**src/verilog/rsl_pkg.sv**
```systemverilog
// constants and types shared by the rotate, shift and logic datapath
package rsl_pkg;

    // opcode nibbles (instruction bits 7:4)
    localparam logic [3:0] OP_ROTATE_LEFT           = 4'h9;
    localparam logic [3:0] OP_ROTATE_LEFT_VIA_FLAG  = 4'h1;
    localparam logic [3:0] OP_ROTATE_RIGHT          = 4'hE;
    localparam logic [3:0] OP_ROTATE_RIGHT_VIA_FLAG = 4'hC;
    localparam logic [3:0] OP_BORROW_DIFFERENCE     = 4'h3;
    localparam logic [3:0] OP_SUBTRACT              = 4'h2;
    localparam logic [3:0] OP_ARITH_SHIFT_RIGHT     = 4'hD;
    localparam logic [3:0] OP_NIBBLE_SWAP           = 4'hF;
    localparam logic [3:0] OP_INVERTED_MASK_TEST    = 4'h6;
    localparam logic [3:0] OP_MASK_TEST             = 4'h7;
    localparam logic [3:0] OP_XOR                   = 4'hB;

    // whole instruction bytes
    localparam logic [7:0] INSTR_FORCE_CARRY_ONE    = 8'hDF;
    localparam logic [7:0] INSTR_LOAD_GROUP_POINTER = 8'h31;

    // operand mode nibbles (instruction bits 3:0)
    localparam logic [3:0] MODE_DIRECT    = 4'h0;
    localparam logic [3:0] MODE_INDIRECT  = 4'h1;
    localparam logic [3:0] MODE_WORK_WORK = 4'h2;
    localparam logic [3:0] MODE_WORK_IND  = 4'h3;
    localparam logic [3:0] MODE_REG_REG   = 4'h4;
    localparam logic [3:0] MODE_REG_IND   = 4'h5;
    localparam logic [3:0] MODE_REG_IMM   = 4'h6;
    localparam logic [3:0] MODE_IND_IMM   = 4'h7;

    // flag vector layout
    localparam int         FLAGS_W    = 6;
    localparam int         FLAG_C     = 0;
    localparam int         FLAG_Z     = 1;
    localparam int         FLAG_S     = 2;
    localparam int         FLAG_V     = 3;
    localparam int         FLAG_D     = 4;
    localparam int         FLAG_H     = 5;
    localparam logic [5:0] FLAGS_RESET = 6'h00;

    // register indices, byte address is four times the index
    localparam logic [7:0] IDX_INSTR     = 8'h00;
    localparam logic [7:0] IDX_BYTE_A    = 8'h01;
    localparam logic [7:0] IDX_BYTE_B    = 8'h02;
    localparam logic [7:0] IDX_FLAGS     = 8'h03;
    localparam logic [7:0] IDX_STATUS    = 8'h04;
    localparam logic [7:0] IDX_GROUP_PTR = 8'hFD;

    localparam logic [7:0] GROUP_PTR_RESET = 8'h00;
    localparam logic [3:0] PTR_LOW_ZERO    = 4'h0;
    localparam logic [3:0] PTR_BAD_LO      = 4'h8;
    localparam logic [3:0] PTR_BAD_HI      = 4'hE;

    // status word fields
    localparam int STAT_WRITTEN_BIT = 8;
    localparam int STAT_ERROR_BIT   = 9;
    localparam int STAT_MODE_LSB    = 10;
    localparam int STAT_PTR_BAD_BIT = 14;

    typedef enum logic [0:0] {
        ST_IDLE = 1'b0,
        ST_EXEC = 1'b1
    } rsl_state_e;

endpackage

```
**src/verilog/rsl_alu.sv**
```systemverilog
// combinational byte datapath: rotates, shift, subtracts, logic, flags
`timescale 1ns/1ns
module rsl_alu (
    input  wire logic [3:0]                  opNib,
    input  wire logic                        forceCarry,
    input  wire logic [rsl_pkg::FLAGS_W-1:0] flagsIn,
    input  wire logic [7:0]                  dstIn,
    input  wire logic [7:0]                  srcIn,
    output logic      [7:0]                  result,
    output logic      [rsl_pkg::FLAGS_W-1:0] flagsOut,
    output logic                             writeDst
);
    import rsl_pkg::*;

    logic       carryIn;
    logic [8:0] diff;
    logic [4:0] lowDiff;

    ////////////////////////////////////////////////////////////////////////
    always_comb begin
        carryIn = flagsIn[FLAG_C] & (opNib == OP_BORROW_DIFFERENCE);
        diff    = {1'b0, dstIn} - {1'b0, srcIn} - {8'h00, carryIn};
        lowDiff = {1'b0, dstIn[3:0]} - {1'b0, srcIn[3:0]}
                  - {4'h0, carryIn};
        result   = dstIn;
        flagsOut = flagsIn;
        writeDst = 1'b0;
        if (forceCarry) begin
            flagsOut[FLAG_C] = 1'b1;
        end else begin
            case (opNib)
                OP_ROTATE_LEFT: begin
                    result           = {dstIn[6:0], dstIn[7]};
                    flagsOut[FLAG_C] = dstIn[7];
                    flagsOut[FLAG_V] = result[7] ^ dstIn[7];
                    writeDst         = 1'b1;
                end
                OP_ROTATE_LEFT_VIA_FLAG: begin
                    result           = {dstIn[6:0], flagsIn[FLAG_C]};
                    flagsOut[FLAG_C] = dstIn[7];
                    flagsOut[FLAG_V] = result[7] ^ dstIn[7];
                    writeDst         = 1'b1;
                end
                OP_ROTATE_RIGHT: begin
                    result           = {dstIn[0], dstIn[7:1]};
                    flagsOut[FLAG_C] = dstIn[0];
                    flagsOut[FLAG_V] = result[7] ^ dstIn[7];
                    writeDst         = 1'b1;
                end
                OP_ROTATE_RIGHT_VIA_FLAG: begin
                    result           = {flagsIn[FLAG_C], dstIn[7:1]};
                    flagsOut[FLAG_C] = dstIn[0];
                    flagsOut[FLAG_V] = result[7] ^ dstIn[7];
                    writeDst         = 1'b1;
                end
                OP_ARITH_SHIFT_RIGHT: begin
                    result           = {dstIn[7], dstIn[7:1]};
                    flagsOut[FLAG_C] = dstIn[0];
                    flagsOut[FLAG_V] = 1'b0;
                    writeDst         = 1'b1;
                end
                OP_BORROW_DIFFERENCE, OP_SUBTRACT: begin
                    result           = diff[7:0];
                    flagsOut[FLAG_C] = diff[8];
                    flagsOut[FLAG_H] = ~lowDiff[4];
                    flagsOut[FLAG_D] = 1'b1;
                    flagsOut[FLAG_V] = (dstIn[7] ^ srcIn[7])
                                       & (diff[7] ^ dstIn[7]);
                    writeDst         = 1'b1;
                end
                OP_NIBBLE_SWAP: begin
                    result   = {dstIn[3:0], dstIn[7:4]};
                    writeDst = 1'b1;
                end
                OP_INVERTED_MASK_TEST: begin
                    result           = ~dstIn & srcIn;
                    flagsOut[FLAG_V] = 1'b0;
                end
                OP_MASK_TEST: begin
                    result           = dstIn & srcIn;
                    flagsOut[FLAG_V] = 1'b0;
                end
                OP_XOR: begin
                    result           = dstIn ^ srcIn;
                    flagsOut[FLAG_V] = 1'b0;
                    writeDst         = 1'b1;
                end
                default: begin
                    result = dstIn;
                end
            endcase
            // zero and sign follow the result for every operation here
            flagsOut[FLAG_Z] = (result == 8'h00);
            flagsOut[FLAG_S] = result[7];
        end
    end

endmodule

```
**src/verilog/rsl_top.sv**
```systemverilog
// APB wrapped datapath for rotate, shift, subtract and logic instructions
//
// Decided for this implementation: register access over APB.
`timescale 1ns/1ns
module rsl_top #(
    parameter int ADDR_W = 12
) (
    input  wire logic                        sys_clk,
    input  wire logic                        reset_n,
    input  wire logic                        psel,
    input  wire logic                        penable,
    input  wire logic                        pwrite,
    input  wire logic [ADDR_W-1:0]           paddr,
    input  wire logic [31:0]                 pwdata,
    output logic      [31:0]                 prdata,
    output logic                             pready,
    output logic                             pslverr,
    output logic      [7:0]                  aluResult,
    output logic      [rsl_pkg::FLAGS_W-1:0] aluFlags,
    output logic                             dstWriteStrobe,
    output logic      [7:0]                  workingGroupPointer
);
    import rsl_pkg::*;

    if (ADDR_W < 10 || ADDR_W > 32) begin : g_addr_check
        $error("rsl_top: ADDR_W must lie in 10..32");
    end

    typedef struct packed {
        rsl_state_e        state;
        logic [7:0]        instr;
        logic [7:0]        byteA;
        logic [7:0]        byteB;
        logic [FLAGS_W-1:0] flags;
        logic [7:0]        result;
        logic [7:0]        groupPtr;
        logic              writeBack;
        logic              written;
        logic              error;
        logic              pready;
        logic [31:0]       prdata;
        logic              pslverr;
    } rsl_regs_s;

    rsl_regs_s          stR;
    rsl_regs_s          stN;
    logic [4:0]         modeInfo;
    logic [7:0]         dstByte;
    logic [7:0]         srcByte;
    logic [7:0]         aluRes;
    logic [FLAGS_W-1:0] aluFl;
    logic               aluWr;
    logic               isScf;
    logic               isSrp;
    logic               anyHit;
    logic               ptrBad;
    logic [31:0]        rdWord;

    ////////////////////////////////////////////////////////////////////////
    // address match for one register index
    function automatic logic isReg(input logic [ADDR_W-1:0] a,
                                   input logic [7:0]        idx);
        return (a[1:0] == 2'b00) && (a[ADDR_W-1:2] == (ADDR_W-2)'(idx));
    endfunction

    // {legal, srcFirst, srcImm, srcInd, dstInd}
    function automatic logic [4:0] decodeMode(input logic [7:0] ins);
        logic [3:0] op;
        logic [3:0] md;
        op = ins[7:4];
        md = ins[3:0];
        decodeMode = 5'h00;
        if (ins == INSTR_FORCE_CARRY_ONE
            || ins == INSTR_LOAD_GROUP_POINTER) begin
            decodeMode = {1'b1, 4'h0};
        end else begin
            case (op)
                OP_ROTATE_LEFT, OP_ROTATE_LEFT_VIA_FLAG, OP_ROTATE_RIGHT,
                OP_ROTATE_RIGHT_VIA_FLAG, OP_ARITH_SHIFT_RIGHT,
                OP_NIBBLE_SWAP: begin
                    if (md == MODE_DIRECT || md == MODE_INDIRECT) begin
                        decodeMode = {1'b1, 3'b000,
                                      md == MODE_INDIRECT};
                    end
                end
                OP_BORROW_DIFFERENCE, OP_SUBTRACT, OP_INVERTED_MASK_TEST,
                OP_MASK_TEST, OP_XOR: begin
                    if (md >= MODE_WORK_WORK && md <= MODE_IND_IMM) begin
                        decodeMode = {1'b1,
                            md == MODE_REG_REG || md == MODE_REG_IND,
                            md == MODE_REG_IMM || md == MODE_IND_IMM,
                            md == MODE_WORK_IND || md == MODE_REG_IND,
                            md == MODE_IND_IMM};
                    end
                end
                default: begin
                    decodeMode = 5'h00;
                end
            endcase
        end
    endfunction

    ////////////////////////////////////////////////////////////////////////
    // operand selection
    assign isScf    = (stR.instr == INSTR_FORCE_CARRY_ONE);
    assign isSrp    = (stR.instr == INSTR_LOAD_GROUP_POINTER);
    assign modeInfo = decodeMode(stR.instr);
    assign dstByte  = modeInfo[3] ? stR.byteB : stR.byteA;
    assign srcByte  = modeInfo[3] ? stR.byteA : stR.byteB;
    assign ptrBad   = (stR.groupPtr[7:4] >= PTR_BAD_LO)
                      && (stR.groupPtr[7:4] <= PTR_BAD_HI);

    rsl_alu u_alu (
        .opNib      (stR.instr[7:4]),
        .forceCarry (isScf),
        .flagsIn    (stR.flags),
        .dstIn      (dstByte),
        .srcIn      (srcByte),
        .result     (aluRes),
        .flagsOut   (aluFl),
        .writeDst   (aluWr)
    );

    ////////////////////////////////////////////////////////////////////////
    // register read mux
    always_comb begin
        rdWord = 32'h0000_0000;
        anyHit = 1'b1;
        if (isReg(paddr, IDX_INSTR)) begin
            rdWord[7:0] = stR.instr;
        end else if (isReg(paddr, IDX_BYTE_A)) begin
            rdWord[7:0] = stR.byteA;
        end else if (isReg(paddr, IDX_BYTE_B)) begin
            rdWord[7:0] = stR.byteB;
        end else if (isReg(paddr, IDX_FLAGS)) begin
            rdWord[FLAGS_W-1:0] = stR.flags;
        end else if (isReg(paddr, IDX_STATUS)) begin
            rdWord[7:0]                            = stR.result;
            rdWord[STAT_WRITTEN_BIT]               = stR.written;
            rdWord[STAT_ERROR_BIT]                 = stR.error;
            rdWord[STAT_MODE_LSB+3:STAT_MODE_LSB]  = modeInfo[3:0];
            rdWord[STAT_PTR_BAD_BIT]               = ptrBad;
        end else if (isReg(paddr, IDX_GROUP_PTR)) begin
            rdWord[7:0] = stR.groupPtr;
        end else begin
            anyHit = 1'b0;
        end
    end

    ////////////////////////////////////////////////////////////////////////
    // next state
    always_comb begin
        stN           = stR;
        stN.writeBack = 1'b0;
        stN.pready    = 1'b0;
        case (stR.state)
            ST_IDLE: begin
                if (psel && penable && !stR.pready) begin
                    stN.pready  = 1'b1;
                    stN.pslverr = !anyHit;
                    stN.prdata  = rdWord;
                end
                if (psel && penable && stR.pready && pwrite) begin
                    if (isReg(paddr, IDX_INSTR)) begin
                        stN.instr = pwdata[7:0];
                        stN.state = ST_EXEC;
                    end
                    if (isReg(paddr, IDX_BYTE_A)) begin
                        stN.byteA = pwdata[7:0];
                    end
                    if (isReg(paddr, IDX_BYTE_B)) begin
                        stN.byteB = pwdata[7:0];
                    end
                    if (isReg(paddr, IDX_FLAGS)) begin
                        stN.flags = pwdata[FLAGS_W-1:0];
                    end
                    if (isReg(paddr, IDX_GROUP_PTR)) begin
                        stN.groupPtr = {pwdata[7:4], PTR_LOW_ZERO};
                    end
                end
            end
            ST_EXEC: begin
                stN.state = ST_IDLE;
                stN.error = !modeInfo[4];
                if (modeInfo[4] && isSrp) begin
                    stN.groupPtr = {stR.byteA[7:4], PTR_LOW_ZERO};
                    stN.written  = 1'b0;
                end else if (modeInfo[4]) begin
                    stN.result    = aluRes;
                    stN.flags     = aluFl;
                    stN.writeBack = aluWr;
                    stN.written   = aluWr;
                end
            end
            default: begin
                stN.state = ST_IDLE;
            end
        endcase
    end

    always_ff @(posedge sys_clk or negedge reset_n) begin
        if (!reset_n) begin
            stR <= '{state: ST_IDLE, flags: FLAGS_RESET,
                     groupPtr: GROUP_PTR_RESET, default: '0};
        end else begin
            stR <= stN;
        end
    end

    assign prdata              = stR.prdata;
    assign pready              = stR.pready;
    assign pslverr             = stR.pslverr;
    assign aluResult           = stR.result;
    assign aluFlags            = stR.flags;
    assign dstWriteStrobe      = stR.writeBack;
    assign workingGroupPointer = stR.groupPtr;

    logic       execOk;
    logic       oldCarry;
    logic [3:0] opNib;
    assign execOk   = (stR.state == ST_EXEC) && modeInfo[4] && !isScf
                      && !isSrp;
    assign oldCarry = stR.flags[FLAG_C];
    assign opNib    = stR.instr[7:4];
endmodule

```
**config.mk**
```make
export PLATFORM = sky130hd
export DESIGN_NAME = rsl_top
export DESIGN_NICKNAME = d
export VERILOG_FILES = /design/src/verilog/rsl_pkg.sv /design/src/verilog/rsl_alu.sv /design/src/verilog/rsl_top.sv
export SDC_FILE = /design/constraint.sdc
export NUM_CORES = 1
export LEC_CHECK = 0
export BUFFER_PORTS_ARGS = -buffer_cell sky130_fd_sc_hd__buf_2
export CAP_MARGIN = 20
export CORE_ASPECT_RATIO = 0.75
export CORE_UTILIZATION = 51
export DETAILED_ROUTE_END_ITERATION = 10
export PLACE_DENSITY_LB_ADDON = 0.08
export SYNTH_ARGS = -nofsm -noshare
export SYNTH_HDL_FRONTEND = slang
export SYNTH_SLANG_ARGS = --single-unit
```
**constraint.sdc**
```tcl
create_clock -name sys_clk -period 3.45 [get_ports sys_clk]
set_input_delay 1.035 -clock sys_clk [delete_from_list [all_inputs] [get_ports sys_clk]]
set_output_delay 1.035 -clock sys_clk [all_outputs]
set_load 0.05 [all_outputs]
```
### After elaboration in Yosys (flattened, before gate mapping)

Index checks and enable logic that the tools add are counted.
Widths: inputs -> output; s select.

* bits in registers: 67
* bits in latches: 0
* bits in writable memories: 0
* memory bits (read-only): 0
* input port bits: 49
* output and inout bits: 57
* word-level logic and storage cells: 168
* memories kept: 0

* $add $sub $neg: 4
* $mul: 0
* div/mod/pow operators: 0
* magnitude comparators: 4
* equality and inequality tests: 34
* shift-type cells: 0
* muxes and demuxes: 52
* bitwise operators: 14
* reduce and logical (&&, ||, !) cells: 44

Operators with widths (number)
* $mux 8: 14
* $pmux 8 s10: 1
* $mux 34: 2
* $mux 31: 1
* $mux 14: 2
* $mux 7: 4
* $eq 4x3->1 const B: 6
* $eq 4x4->1 const B: 6
* $eq 10x2->1 const B: 2
* $mux 5: 4
* $mux 9: 2
* $and 8x8->8: 2
* $pmux 8 s2: 1
* $reduce_and 3->1: 5
* $logic_and 1x1->1: 13
* $eq 4x2->1 const B: 3
* $mux 6: 2
* $pmux 6 s2: 1
* $reduce_and 6->1: 2
* $mux 1: 11
* $eq 10x1->1 const B: 1
* $eq 10x3->1 const B: 1
* $eq 10x8->1 const B: 1
* $logic_not 10->1: 1
* 40 further kinds: 64

### Logic depth before layout (Yosys ltp)

Gate-level depths: netlist of the first run.

* word-level depth: 15
* gate-level depth with buffers: 17
* mapped depth without buffers: 15

### Hierarchy

Synthesis of the first run repeated with hierarchy kept, for this count alone.

* cells, all modules: 603
* area, all modules: 5353.9 µm²

By module, submodules not included
* rsl_top: times used 1, cells an instance 360, area each 3744.8 µm², sequential area each 1576.5 µm²
* rsl_alu: times used 1, cells an instance 243, area each 1609.0 µm², sequential area each 0.0 µm²

### Worst setup path after synthesis of the first run

No wires, ideal clock.

* path type: flip-flop to flip-flop
* start: register stR[78] in the netlist's numbering
* end: register stR, in the netlist aluFlags[1]
* library setup time: 92 ps
* data arrival time: 3695 ps
* required time: 3358 ps
* setup slack: -337 ps
* stages on the path, launching flop included: 15
* buffers on the path: 0
* period minus slack after synthesis: 3787 ps
* cells stage by stage: dfrtp_1 > nand4bb_4 > a21oi_4 > mux2i_1 > fa_1 > inv_1 > fa_1 > or2_2 > o22ai_1 > o21ai_0 > xor2_1 > a2111oi_0 > a21o_1 > nand3_1 > o31ai_2

* longest elaborated chain between the ends: 15
* elaborated cells between the ends (all ways): 36
* those cells by class: 2 x add/sub; 2 x order compare; 8 x eq/ne; 12 x mux; 4 x bitwise; 8 x reduce/logical

RTL lines
* from (decl): RTL line rsl_top.sv:45 `rsl_regs_s stR;`
* from (signal assigned): RTL line rsl_top.sv:203 `stR <= '{state: ST_IDLE, flags: FLAGS_RESET,`
* from (signal assigned): RTL line rsl_top.sv:206 `stR <= stN;`
* $ge 4x2->1 (tied with other cells): RTL line rsl_top.sv:88 `if (md >= MODE_WORK_WORK && md <= MODE_IND_IMM) begin`
* $logic_and 1x1->1 / $logic_or 1x1->1 (equally long branches): RTL line rsl_top.sv:88, rsl_top.sv:90
* $mux 5: RTL line rsl_top.sv:88
* $pmux 5 s2: RTL line rsl_top.sv:77 `case (op)`
* $mux 5: RTL line rsl_top.sv:73 `if (ins == INSTR_FORCE_CARRY_ONE`
* $mux 8 (on tied branches): RTL line rsl_top.sv:108, rsl_top.sv:109
* $sub 8x8->9 / $not 8->8 (equally long branches): RTL line rsl_alu.sv:22, rsl_alu.sv:76
* $sub 9x1->9 / $and 8x8->8 (equally long branches): RTL line rsl_alu.sv:22, rsl_alu.sv:76
* $pmux 8 s10: RTL line rsl_alu.sv:31 `case (opNib)`
* $mux 8: RTL line rsl_alu.sv:28 `if (forceCarry) begin`
* $logic_not 8->1: RTL line rsl_alu.sv:93 `flagsOut[FLAG_Z] = (result == 8'h00);`
* $mux 5: RTL line rsl_alu.sv:28
* $mux 14: RTL line rsl_top.sv:188 `end else if (modeInfo[4]) begin`
* $mux 14: RTL line rsl_top.sv:185 `if (modeInfo[4] && isSrp) begin`
* $pmux 6 s2: RTL line rsl_top.sv:156 `case (stR.state)`

Parallel ways exist; a longest one is shown, timed or not. The select of a mux whose other input is x is not followed.
A chain may end at the register's enable or synchronous reset.

### Worst setup path after layout of the first run

Same ends and word-level chain as after synthesis.

==> results of run 1 <==
==> cells in the mapped netlist, types with 7 or more instances <==
master     n
and3_1     8
clkbuf_1  17
nand3_1   21
a22oi_1    7
nand2_1   84
dfrtp_1   63
buf_4     55
inv_1      8
mux2_2    29
a21oi_1   26
a22o_1     7
o21ai_0   40
nor2b_1    8
xor2_1    15
mux2i_1   17
nor2_1    35
a31oi_1    7
buf_2     12
==> cells by family (layout without fill, tap and decap cells) <==
kind of cell | count (synthesis) | count (layout) | synth area share, %
buffers and inverters | 98 | 136 | 12.0
AND/OR/NAND/NOR | 204 | 204 | 19.9
adder cells (fa/ha/maj) | 8 | 8 | 2.25
XOR/XNOR | 19 | 19 | 3.26
other | 1 | 21 | 0.0735
flip-flops | 63 | 63 | 30.9
multiplexers | 47 | 47 | 10.0
AO/OA/AOI/OAI | 156 | 156 | 21.6
==> power by group through the flow <==
stage                     clock network [mW]  logic (mW)  registers (mW)
after global placement                     0       0.174           0.769
after detailed placement                   0       0.175           0.769
final                                  0.965       0.177           0.757
after global routing                    1.00       0.188           0.757
after floorplan                            0       0.138           0.776
after CTS                              0.978       0.177           0.757
==> cell type report <==
type / count / area, um2
inverter: 8 / 30.0
timing repair buffer: 113 / 714
clock buffer: 11 / 243
fill: 888 / 3760
multi-input combinational: 455 / 3140
clock inverter: 4 / 70.1
tap: 132 / 165
sequential: 63 / 1580
==> sequential cells by signal, indices dropped and copies added, names as in the netlist <==
signal,flops
opNib,4
aluResult,8
pready,1
stR,23
dstWriteStrobe,1
pslverr,1
prdata,15
workingGroupPointer,4
aluFlags,6
==> worst paths after layout <==
path / start / to / depth (start not counted)
worst max-delay path: stR[78] / aluFlags[1] / 14
worst min-delay path: prdata[13] / prdata[13] / 2
worst max register to register: stR[78] / aluFlags[1] / 14
worst min register to register: prdata[13] / prdata[13] / 2
max in group asynchronous: reset_n / opNib[3] / 2
min in group asynchronous: reset_n / prdata[5] / 1
==> per-stage QoR <==
stage | total power, mW | cells
final | 1.90 | 786
after global routing | 1.95 | 786
after CTS | 1.91 | 783
after detailed placement | 0.945 | 766
after global placement | 0.943 | 766
after floorplan | 0.914 | 616
==> layer usage <==
metal  global-route usage (%)  vias up  part of all wire [%]
met5                        0        -                     0
li1                         -     2195                     -
met4                     8.86        0                   1.7
met1                     48.0     2401                    44
met2                     50.2      298                    43
met3                     9.54       25                    12
==> timing repair <==
action	CTS	global route
endpoints found under the setup margin	5	9
hold buffers	0	0
pin swaps	7	10
buffers inserted	2	3
resized for setup	5	23
==> cells in the final DEF, fill, tap and decap left out, types with 3 or more instances in the layout <==
| cell type | instances |
|---|---|
| a222oi_1 | 4 |
| a22oi_1 | 6 |
| and2_1 | 4 |
| o22ai_1 | 3 |
| nor4_1 | 3 |
| nor2_1 | 35 |
| a31oi_1 | 7 |
| o21ai_0 | 37 |
| buf_2 | 60 |
| and3_1 | 8 |
| a21oi_1 | 24 |
| nand2_1 | 81 |
| nand2b_1 | 5 |
| ha_1 | 4 |
| clkbuf_16 | 9 |
| xor2_1 | 15 |
| mux2i_1 | 15 |
| a22o_1 | 7 |
| nand2_2 | 3 |
| nor2b_1 | 8 |
| nor3b_1 | 3 |
| o31ai_1 | 3 |
| o21ai_1 | 9 |
| nand4_1 | 5 |
| a211oi_1 | 5 |
| mux2_2 | 29 |
| nand3_1 | 20 |
| xnor2_1 | 4 |
| or2_2 | 4 |
| o21a_1 | 3 |
| dfrtp_1 | 62 |
| o221ai_1 | 3 |
| nor3_1 | 6 |
| inv_1 | 7 |
| a21o_1 | 3 |
| buf_4 | 51 |
| conb_1 | 21 |
| a221oi_1 | 5 |
==> critical path: stages (launching register included) <==
cell	delay, ps
dfrtp_1	380
nand4bb_4	260
a21oi_4	200
mux2i_4	270
fa_2	240
inv_2	60
fa_2	410
or2_4	250
o22ai_4	140
xor2_1	220
o21ai_1	110
o32a_1	380
nor4_2	170
nand2_1	120
o31ai_2	210
==> metrics.md, run 1 <==
| Metric | Value |
|---|---|
| Via count of the routed design | `4919` |
| Port bufs | `60` |
| Avg Inst Size Synth | `8.57 um2` |
| Setup WS post-layout | `-68.8 ps` |
| Power share of the clock group | `50.8%` |
| Yosys top cell by area | `dfrtp_1` |
| Initial Util | `52.6%` |
| GPL Wtd Cong | `0.918` |
| HPWL Detailed | `12.9 mm` |
| R2R Setup Slk | `-70 ps` |
| Number of global-route vias before repair | `4601` |
| Cells after Synth | `596` |
| Hold slack | `459 ps` |
| Placed instance area | `5460 um2` |
| CTS max path bufs | `2` |
| # nets final | `707` |
| Grt total ovfl | `0` |
| Antenna viol nets, final | `0` |
| Fin util | `61.3%` |
| Clock-pin slew on the worst setup and hold paths | `50 ps` |
| Die Y | `88.6 um` |
| Critical path type | `reg2reg` |
| Design area | `5940 um2` |
| Sw power | `0.470 mW` |
| Worst IR Drop VDD | `0.222 mV` |
| Top-level port count | `106` |
| Synthesis warning total | `0` |
| CP Capture Type | `flip-flop` |
| Max-slew violation count | `0` |
| Status | `finished with violations` |
| Critical Path RT | `3680 ps` |
| First-pass GRT wire length | `26.1 mm` |
| Worst EP arrival | `3750 ps` |
| Async set or reset register ratio after synthesis | `100%` |
| Deepest level of the CTS H-tree | `3` |
| Unique masters post-synth | `83` |
| Seq cells post-synth | `63` |
| Top post-synthesis cells by area | `dfrtp_1, buf_4, mux2_2` |
| Max_cap viols | `0` |
| Clock Tree Root | `clkbuf_16` |
| DR pass1 iterations | `6` |
| Switch share | `24.8%` |
| Routed Wire Length | `17.3 mm` |
| Vias/cell | `6.26` |
| Clk_lat worst skew | `330 ps` |
| Post-synthesis cell area | `5100 um2` |
| Final period demand of the worst path | `3520 ps` |
| Diode count | `0` |
| Final Hold Fails | `0` |
| Fmax | `0.284 GHz` |
| FP Rows | `31` |
| Final setup viols | `3` |
| Initial antenna violation count | `0` |
| Die area | `10400 um2` |
| Relative slew slack | `45.6%` |
| Core box area | `9700 um2` |
| Slew @ Worst Pin | `809 ps` |
| Final Cycle Share | `102%` |
| EDFF count, synth | `0` |
| P_leak | `2.69 nW` |
| Layout cells sized above 1 | `30.6%` |
| Clock Skews | `4.71 ps` |
| Tot GR Track Use | `33.7%` |
| Crit path max fanout | `3` |
| Unrepaired setup endpoints after global routing | `yes` |
| Path type of the worst min-delay path | `reg2reg` |
| Avg WL per Cell | `22.0 um` |
| Violated checks | `setup timing` |
| Top FF cell, synth | `dfrtp_1` |
| CTS tree | `done` |
| Clock sinks | `63` |
| Internal | `1.43 mW` |
| Startpoint Class | `flip-flop` |
| Post-route DRC | `0` |
| Synth top area share | `30.9%` |
| P&R area growth vs syn | `16.4%` |
| Pwr Density | `320 nW/um2` |
| Setup tns final | `-172 ps` |
| Combinational Power Share | `9.3%` |
| Reg power frac | `39.9%` |
| Iteration-0 DRC Markers | `538` |
| Die width | `118 um` |
| Dpl ws | `-151 ps` |
| Sequential area share after synthesis | `30.9%` |
| Pin count of the biggest net entering global routing | `33` |
| CTS buffer count | `9` |
Note: power is estimated with default switching activity, not from simulation.
==> inputs of run 2 (changes only) <==
CORE_ASPECT_RATIO = 1.2   (was 0.75)
==> metrics.md, run 2 (synthesis results as in run 1) <==
| Metric | Value |
|---|---|
| Status | `finished clean` |
| Number of global-route vias before repair | `4675` |
| Antenna viol nets, final | `0` |
| Initial antenna violation count | `0` |
| DR pass1 iterations | `7` |
| Avg WL per Cell | `21.6 um` |
| Grt total ovfl | `0` |
| Via count of the routed design | `4787` |
| Die area | `10400 um2` |
| Final Hold Fails | `0` |
| Critical path type | `reg2reg` |
| Final period demand of the worst path | `3400 ps` |
| Final Cycle Share | `98.6%` |
| CP top delay family | `compound AO/OA/AOI/OAI gates` |
| Pin count of the biggest net entering global routing | `32` |
| Non-filler instance count after layout | `778` |
| Crit-path max cell delay | `380 ps` |
| Critical Path RT | `3690 ps` |
| Unrepaired setup endpoints after global routing | `yes` |
| FP Rows | `39` |
| Clock Tree Root | `clkbuf_16` |
| CTS max path bufs | `2` |
| CP Buf/Inv Count | `1` |
| Worst-path cell chain | `nand4bb_4, a21oi_4, mux2i_4, fa_2, inv_2, fa_2, or2_4, o22ai_4, xor2_1, o21ai_1, o32a_1, nor4_2, nand2_1, o31ai_2` |
| Fmax | `0.294 GHz` |
| P_leak | `2.70 nW` |
| Pwr Density | `296 nW/um2` |
| Tot GR Track Use | `33.9%` |
| Final setup viols | `0` |
| Deepest level of the CTS H-tree | `3` |
| Crit path max fanout | `3` |
| CTS tree | `done` |
| # nets final | `709` |
| Iteration-0 DRC Markers | `355` |
| Max-slew violation count | `0` |
| Layout cells sized above 1 | `30.2%` |
| CTS buffer count | `9` |
| Max_cap viols | `0` |
| Slew @ Worst Pin | `892 ps` |
| Most used cell along the critical path | `fa_2` |
| Post-route DRC | `0` |
| Clk_lat worst skew | `330 ps` |
| Die width | `93.3 um` |
| Post-CTS Hold Fix Bufs | `0` |
| Commonest cells after routing, fill and taps aside | `nand2_1, dfrtp_1, buf_2` |
| CP max-delay cell | `dfrtp_1` |
| Dpl ws | `-97.3 ps` |
| Top-level port count | `106` |
| GPL Wtd Cong | `0.952` |
| Relative slew slack | `39.7%` |
| First-pass GRT wire length | `26.2 mm` |
| Path type of the worst min-delay path | `reg2reg` |
| Fin util | `61.2%` |
| Clock-pin slew on the worst setup and hold paths | `50 ps` |
| Clock sinks | `63` |
| Fill cells | `912` |
| CP Capture Type | `flip-flop` |
| HPWL Detailed | `12.8 mm` |
| DP Cell Count | `759` |
| Largest register FFs | `23` |
| FF+latch area | `1580 um2` |
| Multi-input gate area | `3130 um2` |
| Reg with most FFs | `stR` |
| Clock Skews | `6.38 ps` |
| Die Y | `112 um` |
| Core box area | `9610 um2` |
| Worst IR Drop VDD | `0.237 mV` |
| Routed Wire Length | `16.8 mm` |
| Setup tns final | `0 ps` |
| Vias/cell | `6.15` |
| Worst EP arrival | `3640 ps` |
| Setup WS post-layout | `49.8 ps` |
| Commonest non-fill, non-tap cell in the layout | `nand2_1` |
| P&R area growth vs syn | `15.2%` |
| Port bufs | `60` |
| Startpoint Class | `flip-flop` |
| Diode count | `0` |
| Initial Util | `53.1%` |
-- run 2: cell count changes in the layout (fill, tap and decap cells not counted), moves of 2 or more --
cell	previous run	this run
nand2_1	81	84
nand2_2	3	0
o21ai_1	9	6
buf_4	51	53
bufinv_16	2	0
o21ai_2	0	2
-- run 2: tightest hold or removal path: stages, from the launching register on --
cell and delay [ps]:
dfrtp_1 330, nand2_1 50, nand2_1 40
-- run 2: per-stage QoR --
| stage | hold WS (ps) | total power [mW] | cell area [um2] |
|---|---|---|---|
| 2_1_floorplan | 440 | 0.914 | 5210 |
| 3_3_place_gp | 449 | 0.939 | 5460 |
| 3_5_place_dp | 450 | 0.941 | 5460 |
| 4_1_cts | 462 | 1.76 | 5770 |
| 5_1_grt | 496 | 1.80 | 5880 |
| 6_report | 454 | 1.74 | 5880 |
-- run 2: repair_timing --
item | 4_1_cts | 5_1_grt
hold endpoints to repair | 0 | 0
pin swaps | 1 | 15
resized for setup | 7 | 17
setup endpoints to repair | 4 | 9
setup buffers | 1 | 4
-- run 2: final timing paths --
check / startpoint / endpoint / slack (ps) / cells past startpoint
worst max register to register: stR[78] / aluFlags[1] / 50 / 14
max in group asynchronous: reset_n / opNib[1] / 2060 / 2
worst max-delay path: stR[78] / aluFlags[1] / 50 / 14
worst min-delay path: prdata[8] / prdata[8] / 450 / 2
worst min register to register: prdata[8] / prdata[8] / 450 / 2
min in group asynchronous: reset_n / prdata[4] / 680 / 1
-- run 2: power by group --
part / switching [mW] / internal, mW / leakage (nW)
clock: 0.296 / 0.515 / 0.132
sequential: 0.00788 / 0.750 / 0.834
combinational: 0.140 / 0.0316 / 1.73
total: 0.444 / 1.30 / 2.70
-- run 2: cell type report --
| cell class | count | share of cell area, % |
|---|---|---|
| multi-input combinational | 455 | 53.1 |
| sequential | 63 | 26.8 |
| timing repair buffer | 115 | 12.4 |
| clock buffer | 13 | 4.42 |
| tap | 123 | 2.62 |
| inverter | 8 | 0.510 |
| clock inverter | 1 | 0.0851 |
-- run 2: routing by layer --
| layer | GRT usage (%) | wire (um) |
|---|---|---|
| met1 | 42.8 | 6800 |
| met2 | 54.6 | 8080 |
| met3 | 5.46 | 1070 |
| met4 | 19.3 | 893 |
| met5 | 0 | 0 |
